File: config.mk
export PLATFORM = sky130hd
export DESIGN_NAME = orsq_sequencer
export DESIGN_NICKNAME = d
export VERILOG_FILES = /design/src/orsq_pkg.sv /design/src/orsq_sequencer.sv /design/src/orsq_interval_timer.sv
export VERILOG_INCLUDE_DIRS = /design/src
export SDC_FILE = /design/constraint.sdc
export NUM_CORES = 2
export LEC_CHECK = 0
export ABC_AREA = 1
export BUFFER_PORTS_ARGS = -buffer_cell sky130_fd_sc_hd__buf_2
export CAP_MARGIN = 20
export CORE_MARGIN = 1
export CORE_UTILIZATION = 55
export CTS_CLUSTER_DIAMETER = 30
export DETAILED_ROUTE_END_ITERATION = 6
export PLACE_DENSITY = 0.7
export REMOVE_ABC_BUFFERS = 1
export SLEW_MARGIN = 15
export SYNTH_ARGS = -nofsm -noshare
export SYNTH_HDL_FRONTEND = slang
export SYNTH_HIERARCHICAL = 1
export SYNTH_SLANG_ARGS = --single-unit
File: constraint.sdc
create_clock -name i_clk -period 9.98 [get_ports i_clk]
set_input_delay 1.996 -clock i_clk [delete_from_list [all_inputs] [get_ports i_clk]]
set_output_delay 1.996 -clock i_clk [all_outputs]
set_load 0.03 [all_outputs]
File: src/orsq_map.svh
// offsets, field positions, reset values and timing counts of the output ramp sequencer
`ifndef ORSQ_MAP_SVH
`define ORSQ_MAP_SVH

// command codes on the power-management serial bus
`define ORSQ_CMD_RISE_TIME 8'h61
`define ORSQ_CMD_TURN_OFF_DELAY 8'h64
`define ORSQ_CMD_FALL_TIME 8'h65
`define ORSQ_CMD_STAT_BYTE 8'h78
`define ORSQ_CMD_STAT_WORD 8'h79

// reset values
`define ORSQ_TIME_RST 16'hCA80
`define ORSQ_STAT_RST 8'h00

// linear-11 field layout
`define ORSQ_L11_EXP_HI 15
`define ORSQ_L11_EXP_LO 11
`define ORSQ_L11_MAN_HI 10
`define ORSQ_L11_MAN_LO 0

// status summary bit positions
`define ORSQ_ST_BUSY 7
`define ORSQ_ST_OFF 6
`define ORSQ_ST_OV 5
`define ORSQ_ST_OC 4
`define ORSQ_ST_UVIN 3
`define ORSQ_ST_TEMP 2
`define ORSQ_ST_CML 1
`define ORSQ_ST_OTHER 0

// timing
`define ORSQ_CLK_HZ 50000000
`define ORSQ_CYC_PER_MS (`ORSQ_CLK_HZ / 1000)
`define ORSQ_MIN_FALL_US 500
`define ORSQ_MIN_FALL_CYC ((`ORSQ_CLK_HZ / 1000000) * `ORSQ_MIN_FALL_US)
`define ORSQ_CYC_W 48

`endif

File: src/orsq_pkg.sv
// types and the linear-11 to clock-cycle conversion of the output ramp sequencer
`include "orsq_map.svh"

package orsq_pkg;

    typedef logic [`ORSQ_CYC_W-1:0] orsq_cyc_type;

    typedef enum logic [5:0] {
        ORSQ_OFF = 6'b000001,
        ORSQ_TON_WAIT = 6'b000010,
        ORSQ_RISE = 6'b000100,
        ORSQ_ON = 6'b001000,
        ORSQ_TOFF_WAIT = 6'b010000,
        ORSQ_FALL = 6'b100000
    } orsq_state_type;

    // time in ms is mantissa * 2^exponent; negative or zero mantissa means no delay
    function automatic orsq_cyc_type orsq_l11_cycles(input logic [15:0] word);
        logic signed [4:0] expo;
        logic signed [10:0] mant;
        orsq_cyc_type base;
        logic [4:0] sh;
        expo = word[`ORSQ_L11_EXP_HI:`ORSQ_L11_EXP_LO];
        mant = word[`ORSQ_L11_MAN_HI:`ORSQ_L11_MAN_LO];
        base = '0;
        sh = 5'(-expo);
        if (mant > 11'sh000) begin
            base = orsq_cyc_type'($unsigned(mant)) * orsq_cyc_type'(`ORSQ_CYC_PER_MS);
        end
        if (expo < 5'sh00) begin
            orsq_l11_cycles = base >> sh;
        end else begin
            orsq_l11_cycles = base << expo[3:0];
        end
    endfunction : orsq_l11_cycles

endpackage : orsq_pkg

File: src/orsq_sequencer.sv
// output turn-on/turn-off sequencer with timing words and fault summary
`include "orsq_map.svh"

module orsq_sequencer #(
    parameter logic [7:0] CLEAR_CODE = 8'h03,
    parameter int PHASE_MAX = 8
) (
    input wire logic i_clk,
    input wire logic i_rst,
    input wire logic i_enable,
    input wire logic [3:0] i_phases,
    input wire logic [15:0] i_ton_delay,
    input wire logic [15:0] i_mp_ramp_gain,
    input wire logic i_cmd_valid,
    input wire logic i_cmd_write,
    input wire logic [7:0] i_cmd_code,
    input wire logic [15:0] i_cmd_wdata,
    input wire logic i_flt_busy,
    input wire logic i_flt_ov,
    input wire logic i_flt_oc,
    input wire logic i_flt_uvin,
    input wire logic i_flt_temp,
    input wire logic i_flt_cml,
    input wire logic i_flt_other,
    input wire logic [7:0] i_stat_hi,
    output logic o_cmd_ack,
    output logic o_cmd_nack,
    output logic [15:0] o_cmd_rdata,
    output logic o_ramp_up,
    output logic o_ramp_down,
    output logic o_stage_on,
    output logic o_pwm_tristate,
    output orsq_pkg::orsq_state_type o_state
);
    import orsq_pkg::*;

    generate
        if (PHASE_MAX != 8) begin : g_phase_check
            $error("orsq_sequencer: only up to 8 phases are served");
        end
    endgenerate

    logic en_meta_ff;
    logic en_sync_ff;
    logic [15:0] rise_time_ff;
    logic [15:0] turn_off_delay_ff;
    logic [15:0] fall_time_ff;
    logic [7:0] stat_sticky_ff;
    logic [15:0] rdata_ff;
    logic ack_ff;
    logic nack_ff;
    orsq_state_type state_ff;
    orsq_state_type nxt_state;
    logic tmr_start;
    logic tmr_abort;
    logic tmr_done;
    orsq_cyc_type tmr_cycles;
    logic multi_phase;
    logic fall_too_short;
    logic powered;
    logic clear_cmd;
    logic [7:0] stat_byte;
    logic [7:0] flt_set;

    // enable arrives from a pin
    always_ff @(posedge i_clk) begin
        if (i_rst) begin
            en_meta_ff <= 1'b0;
            en_sync_ff <= 1'b0;
        end else begin
            en_meta_ff <= i_enable;
            en_sync_ff <= en_meta_ff;
        end
    end

    // three or more phases hand the ramps to the multi-phase logic
    assign multi_phase = (i_phases > 4'h2);
    assign fall_too_short = (orsq_l11_cycles(fall_time_ff) < orsq_cyc_type'(`ORSQ_MIN_FALL_CYC));

    // sequencing states
    always_comb begin
        nxt_state = state_ff;
        tmr_start = 1'b0;
        tmr_abort = 1'b0;
        tmr_cycles = '0;
        case (state_ff)
            ORSQ_OFF: begin
                if (en_sync_ff) begin
                    nxt_state = ORSQ_TON_WAIT;
                    tmr_start = 1'b1;
                    tmr_cycles = orsq_l11_cycles(i_ton_delay);
                end
            end
            ORSQ_TON_WAIT: begin
                if (!en_sync_ff) begin
                    nxt_state = ORSQ_OFF;
                    tmr_abort = 1'b1;
                end else if (tmr_done) begin
                    nxt_state = ORSQ_RISE;
                    tmr_start = 1'b1;
                    if (multi_phase) begin
                        tmr_cycles = orsq_l11_cycles(i_mp_ramp_gain);
                    end else begin
                        tmr_cycles = orsq_l11_cycles(rise_time_ff);
                    end
                end
            end
            ORSQ_RISE: begin
                // disable mid-rise still honours the turn-off delay
                if (!en_sync_ff) begin
                    nxt_state = ORSQ_TOFF_WAIT;
                    tmr_start = 1'b1;
                    tmr_cycles = orsq_l11_cycles(turn_off_delay_ff);
                end else if (tmr_done) begin
                    nxt_state = ORSQ_ON;
                end
            end
            ORSQ_ON: begin
                if (!en_sync_ff) begin
                    nxt_state = ORSQ_TOFF_WAIT;
                    tmr_start = 1'b1;
                    tmr_cycles = orsq_l11_cycles(turn_off_delay_ff);
                end
            end
            ORSQ_TOFF_WAIT: begin
                if (en_sync_ff) begin
                    // output never left regulation, so no new rise
                    nxt_state = ORSQ_ON;
                    tmr_abort = 1'b1;
                end else if (tmr_done) begin
                    if (multi_phase || fall_too_short) begin
                        nxt_state = ORSQ_OFF;
                    end else begin
                        nxt_state = ORSQ_FALL;
                        tmr_start = 1'b1;
                        tmr_cycles = orsq_l11_cycles(fall_time_ff);
                    end
                end
            end
            ORSQ_FALL: begin
                if (en_sync_ff) begin
                    nxt_state = ORSQ_TON_WAIT;
                    tmr_start = 1'b1;
                    tmr_cycles = orsq_l11_cycles(i_ton_delay);
                end else if (tmr_done) begin
                    nxt_state = ORSQ_OFF;
                end
            end
            default: begin
                nxt_state = ORSQ_OFF;
                tmr_abort = 1'b1;
            end
        endcase
    end

    always_ff @(posedge i_clk) begin
        if (i_rst) begin
            state_ff <= ORSQ_OFF;
        end else begin
            state_ff <= nxt_state;
        end
    end

    orsq_interval_timer #(
        .CNT_W(`ORSQ_CYC_W)
    ) i_orsq_interval_timer (
        .i_clk(i_clk),
        .i_rst(i_rst),
        .i_start(tmr_start),
        .i_abort(tmr_abort),
        .i_cycles(tmr_cycles),
        .o_busy(),
        .o_done(tmr_done)
    );

    assign powered = (state_ff == ORSQ_RISE) || (state_ff == ORSQ_ON)
        || (state_ff == ORSQ_TOFF_WAIT) || (state_ff == ORSQ_FALL);

    // stage drive outputs from flip-flops
    always_ff @(posedge i_clk) begin
        if (i_rst) begin
            o_ramp_up <= 1'b0;
            o_ramp_down <= 1'b0;
            o_stage_on <= 1'b0;
            o_pwm_tristate <= 1'b1;
        end else begin
            o_ramp_up <= (nxt_state == ORSQ_RISE);
            o_ramp_down <= (nxt_state == ORSQ_FALL);
            o_stage_on <= (nxt_state != ORSQ_OFF) && (nxt_state != ORSQ_TON_WAIT);
            o_pwm_tristate <= (nxt_state == ORSQ_OFF) || (nxt_state == ORSQ_TON_WAIT);
        end
    end

    assign o_state = state_ff;

    assign clear_cmd = i_cmd_valid && i_cmd_write && (i_cmd_code == CLEAR_CODE);

    // timing words written by the host; no range check, out-of-range is the host's risk
    always_ff @(posedge i_clk) begin
        if (i_rst) begin
            rise_time_ff <= `ORSQ_TIME_RST;
            turn_off_delay_ff <= `ORSQ_TIME_RST;
            fall_time_ff <= `ORSQ_TIME_RST;
        end else if (i_cmd_valid && i_cmd_write) begin
            case (i_cmd_code)
                `ORSQ_CMD_RISE_TIME: rise_time_ff <= i_cmd_wdata;
                `ORSQ_CMD_TURN_OFF_DELAY: turn_off_delay_ff <= i_cmd_wdata;
                `ORSQ_CMD_FALL_TIME: fall_time_ff <= i_cmd_wdata;
                default: begin
                end
            endcase
        end
    end

    // fault events; bit 6 is live, not sticky
    always_comb begin
        flt_set = 8'h00;
        flt_set[`ORSQ_ST_BUSY] = i_flt_busy;
        flt_set[`ORSQ_ST_OV] = i_flt_ov;
        flt_set[`ORSQ_ST_OC] = i_flt_oc;
        flt_set[`ORSQ_ST_UVIN] = i_flt_uvin;
        flt_set[`ORSQ_ST_TEMP] = i_flt_temp;
        flt_set[`ORSQ_ST_CML] = i_flt_cml;
        flt_set[`ORSQ_ST_OTHER] = i_flt_other;
    end

    // a fault in the clear cycle survives the clear
    always_ff @(posedge i_clk) begin
        if (i_rst) begin
            stat_sticky_ff <= `ORSQ_STAT_RST;
        end else if (clear_cmd) begin
            stat_sticky_ff <= flt_set;
        end else begin
            stat_sticky_ff <= stat_sticky_ff | flt_set;
        end
    end

    always_comb begin
        stat_byte = stat_sticky_ff;
        stat_byte[`ORSQ_ST_OFF] = !powered;
    end

    // one register answers both the byte and the low half of the word
    always_ff @(posedge i_clk) begin
        if (i_rst) begin
            rdata_ff <= 16'h0000;
            ack_ff <= 1'b0;
            nack_ff <= 1'b0;
        end else begin
            ack_ff <= 1'b0;
            nack_ff <= 1'b0;
            if (i_cmd_valid) begin
                ack_ff <= 1'b1;
                if (i_cmd_write) begin
                    rdata_ff <= 16'h0000;
                    case (i_cmd_code)
                        `ORSQ_CMD_RISE_TIME, `ORSQ_CMD_TURN_OFF_DELAY, `ORSQ_CMD_FALL_TIME: begin
                        end
                        default: begin
                            if (i_cmd_code != CLEAR_CODE) begin
                                ack_ff <= 1'b0;
                                nack_ff <= 1'b1;
                            end
                        end
                    endcase
                end else begin
                    case (i_cmd_code)
                        `ORSQ_CMD_RISE_TIME: rdata_ff <= rise_time_ff;
                        `ORSQ_CMD_TURN_OFF_DELAY: rdata_ff <= turn_off_delay_ff;
                        `ORSQ_CMD_FALL_TIME: rdata_ff <= fall_time_ff;
                        `ORSQ_CMD_STAT_BYTE: rdata_ff <= {8'h00, stat_byte};
                        `ORSQ_CMD_STAT_WORD: rdata_ff <= {i_stat_hi, stat_byte};
                        default: begin
                            rdata_ff <= 16'h0000;
                            ack_ff <= 1'b0;
                            nack_ff <= 1'b1;
                        end
                    endcase
                end
            end
        end
    end

    assign o_cmd_ack = ack_ff;
    assign o_cmd_nack = nack_ff;
    assign o_cmd_rdata = rdata_ff;

endmodule : orsq_sequencer

File: src/orsq_interval_timer.sv
// one-shot interval timer counting a loaded number of clock cycles
module orsq_interval_timer #(
    parameter int CNT_W = 48
) (
    input wire logic i_clk,
    input wire logic i_rst,
    input wire logic i_start,
    input wire logic i_abort,
    input wire logic [CNT_W-1:0] i_cycles,
    output logic o_busy,
    output logic o_done
);

    logic [CNT_W-1:0] remain_ff;
    logic busy_ff;
    logic done_ff;

    generate
        if (CNT_W < 42) begin : g_width_check
            $error("orsq_interval_timer: CNT_W too small for the longest interval");
        end
    endgenerate

    // a zero interval still takes one cycle so the sequencer always sees done
    always_ff @(posedge i_clk) begin
        if (i_rst) begin
            remain_ff <= '0;
            busy_ff <= 1'b0;
            done_ff <= 1'b0;
        end else begin
            done_ff <= 1'b0;
            if (i_abort) begin
                busy_ff <= 1'b0;
                remain_ff <= '0;
            end else if (i_start) begin
                busy_ff <= 1'b1;
                remain_ff <= i_cycles;
            end else if (busy_ff) begin
                if (remain_ff <= CNT_W'(1)) begin
                    busy_ff <= 1'b0;
                    done_ff <= 1'b1;
                    remain_ff <= '0;
                end else begin
                    remain_ff <= remain_ff - CNT_W'(1);
                end
            end
        end
    end

    assign o_busy = busy_ff;
    assign o_done = done_ff;

endmodule : orsq_interval_timer

==> run_results.csv <==
group,metric,value,unit
yosys,async_flop_share,0,
power_and_ir_drop,p_per_area,151.5,nW/µm²
timing,fin_hold_ws,0.4085,ns
setup_path,cp-start-kind,"flip-flop",
setup_path,endpoint_kind,"flip-flop",
finish,nNetsFinal,6074,
setup_path,cpMostUsedCell,"nand3_1",
yosys,synth-main-ff-cell,"dfxtp_1",
setup_path,reg2reg_to,"i_orsq_interval_timer/remain_ff[16]",
global_routing,grt_pass1_wl,189.7,mm
die,rows,88,
detailed_routing,drtAntennaViolNets,0,
clocking,clk_latency,0.48,ns
global_routing,antenna_found_initial,9,
die,die_area,60300,µm²
timing,setup_viol,0,
yosys,ys_seq_area_frac,0.08283,
setup_path,cpMaxStageDelayCell,"nand3_2",
die,die_h,245.6,µm
global_routing,grt_overflow,0,
yosys,synth_top_cell_area_share,0.1640,
setup_path,required,10.38,ns
clocking,clkSlewWorstSetupHoldPaths,0.08,ns
detailed_routing,wirelength,121.4,mm
clocking,cts_root_buffer,"clkbuf_16",
placement,dpl.cell_count,6208,
timing,max_freq,116.3,MHz
power_and_ir_drop,total_power,5.167,mW
placement,pre_cts_ws,1.595,ns
finish,area_delta_synth_final,4.490,%
yosys,synth_edf_count,0,
finish,drive_gt1_frac,0.05626,
power_and_ir_drop,irDropWorstVdd,0.2544,mV
yosys,syn_area_per_cell,5.896,µm²
detailed_routing,wire_per_inst,19.44,µm
setup_path,worstSetupEndpoint,"i_orsq_interval_timer/remain_ff[16]",
setup_path,r2r_cells,39,
finish,num-fill-cells,6084,
outcome,status,"finished clean",
finish,stdcell_count,6246,
detailed_routing,route.detailed.drc,0,
yosys,synth_seq_cells,135,
finish,multiInputGateArea,26600,µm²
setup_path,critPathLaunch,"fall_time_ff[7]",
timing,fin_ws,1.378,ns
placement,dp.final_hpwl,99.26,mm
die,initial_utilization,0.5613,
detailed_routing,dr_total_vias,38200,
timing,hold_viol_final,0,
setup_path,worstSetupPathType,"flip-flop to flip-flop",
detailed_routing,dr.pass1.iters,7,
power_and_ir_drop,leakage,17.46,nW
clocking,cts_made_buffers,17,
clocking,cts_resized,0,
timing,post-route-period-util,0.8619,
die,core-area,58140,µm²
global_routing,grt_max_degree,54,
clocking,cts_buffer_depth,2,
detailed_routing,drt-vias-per-instance,6.116,
placement,gp_congestion,1.085,
yosys,synth_top_area_cell,"nand2_1",
finish,finalInstanceArea,34100,µm²
die,ios,108,
placement,port_buffers,107,
yosys,syn_area,32630,µm²
yosys,ys_top_cells_by_area,"nand2_1 (16%), ha_1 (16%), nand3_1 (9.4%)",
clocking,cts_tree,"built",
detailed_routing,drt_iter0_drc,4926,
setup_path,rrSetupSlack,1.38,ns
timing,fin_setup_tns,0,ns
yosys,synthCells,5534,
timing,skew,0.01898,ns
setup_path,crit_arrival,9.00,ns
worst_hold_path,hold_path.class,"flip-flop to flip-flop",
global_routing,grt_usage,0.3959,
yosys,ys_top_cells_by_count,"nand2_1 (1426), nand3_1 (614), inv_1 (601), o21ai_0 (555), nor2_1 (425)",
placement,place_area,33480,µm²
yosys,synthDistinctLibCells,58,
finish,regArea,2703,µm²
clocking,clock-sinks,135,
die,die_w,245.6,µm
timing,slew_violations,0,
clocking,postCtsSetupRepairBufs,0,
timing,worst_slew_pin_slew,1.078,ns
yosys,ys_warn_count,6,
setup_path,slowest_delay,0.62,ns
global_routing,grt_pass1_vias,34580,
run,cap_viol_max_count,0,
clocking,cts_hold_buf,0,
timing,rsz0062_at_grt,"false",
setup_path,r2r_start,"fall_time_ff[7]",
clocking,htreeDepth,4,
setup_path,cp_max_fo,53,
yosys,synth.most_common_cell,"nand2_1",
finish,final_core_util,0.5865,
timing,layout_min_cycle_time,8.602,ns
timing,slew_headroom,0.2802,
[power by group]
group	internal, mW	switching (mW)	leakage (nW)	total (mW)
clock	0.359	0.319	0.298	0.678
combinational	1.24	2.55	16.1	3.78
sequential	0.609	0.0952	1.09	0.704
total	2.21	2.96	17.5	5.17
[worst max-delay path, delay by kind of cell, from the launching register on]
family                     cells  cell delay, ns
buffers and inverters          7            1.25
xor gates and xnor gates       1            0.11
AOI/OAI and AO/OA              2            0.21
DFF                            1            0.45
and+or+nand+nor               23            3.82
adders and majority gates      6            2.64
[placed cells by master (no fill, tap or decap), types with 50 or more instances in the layout]
master,count
fa_1,115
buf_2,107
nand4_1,84
a21oi_1,340
inv_1,601
ha_1,417
nand2_1,1426
o211ai_1,57
dfxtp_1,135
nand3_1,614
o21ai_0,555
or2_2,57
nor2_1,423
nor3_1,50
[area by class of cell]
cell class | instances | share of cell area
diodes | 6 | 0.0004404
clock buffers | 17 | 0.01248
clock inverters | 15 | 0.005174
inverters | 632 | 0.06958
multi-input cells | 4528 | 0.7803
flip-flops and latches | 135 | 0.07927
well taps | 765 | 0.02807
repair buffers | 148 | 0.02473
[state kept, by name, indices dropped and copies added, names as in the netlist]
signal,cells
en_meta_ff,1
en_sync_ff,1
fall_time_ff,16
i_orsq_interval_timer/o_busy,1
i_orsq_interval_timer/o_done,1
i_orsq_interval_timer/remain_ff,48
o_cmd_ack,1
o_cmd_nack,1
o_cmd_rdata,16
o_pwm_tristate,1
o_ramp_down,1
o_ramp_up,1
o_stage_on,1
o_state,6
rise_time_ff,16
stat_sticky_ff,7
turn_off_delay_ff,16
[how the worst min path moves through the flow]
stage               startpoint          to  slack [ns]  cells past startpoint
floorplan           en_meta_ff  en_sync_ff        0.39                      2
global placement    en_meta_ff  en_sync_ff        0.39                      2
detailed placement  en_meta_ff  en_sync_ff        0.40                      2
CTS                 en_meta_ff  en_sync_ff        0.41                      2
global route        en_meta_ff  en_sync_ff        0.42                      2
finish              en_meta_ff  en_sync_ff        0.41                      2
[cells by family (layout without fill, tap and decap cells)]
family	count (synthesis)	count (layout)	share of synthesized area
buffers and inverters	876	812	0.1029
flip-flops	135	135	0.08283
AND/OR/NAND/NOR	2735	2735	0.3606
AO/OA/AOI/OAI	1189	1189	0.2045
multiplexers	18	18	0.005522
adder cells (fa/ha/maj)	532	532	0.2305
other	1	12	0.0001149
XOR/XNOR	48	48	0.01311
[per-layer routing]
layer	track usage	part of all wire	vias up
met5	0	0.00044	-
met4	0.1193	0.029	8
met3	0.05500	0.095	229
met2	0.6184	0.43	1992
met1	0.5599	0.44	17470
li1	-	-	18510
(Power assumes the default switching activity.)
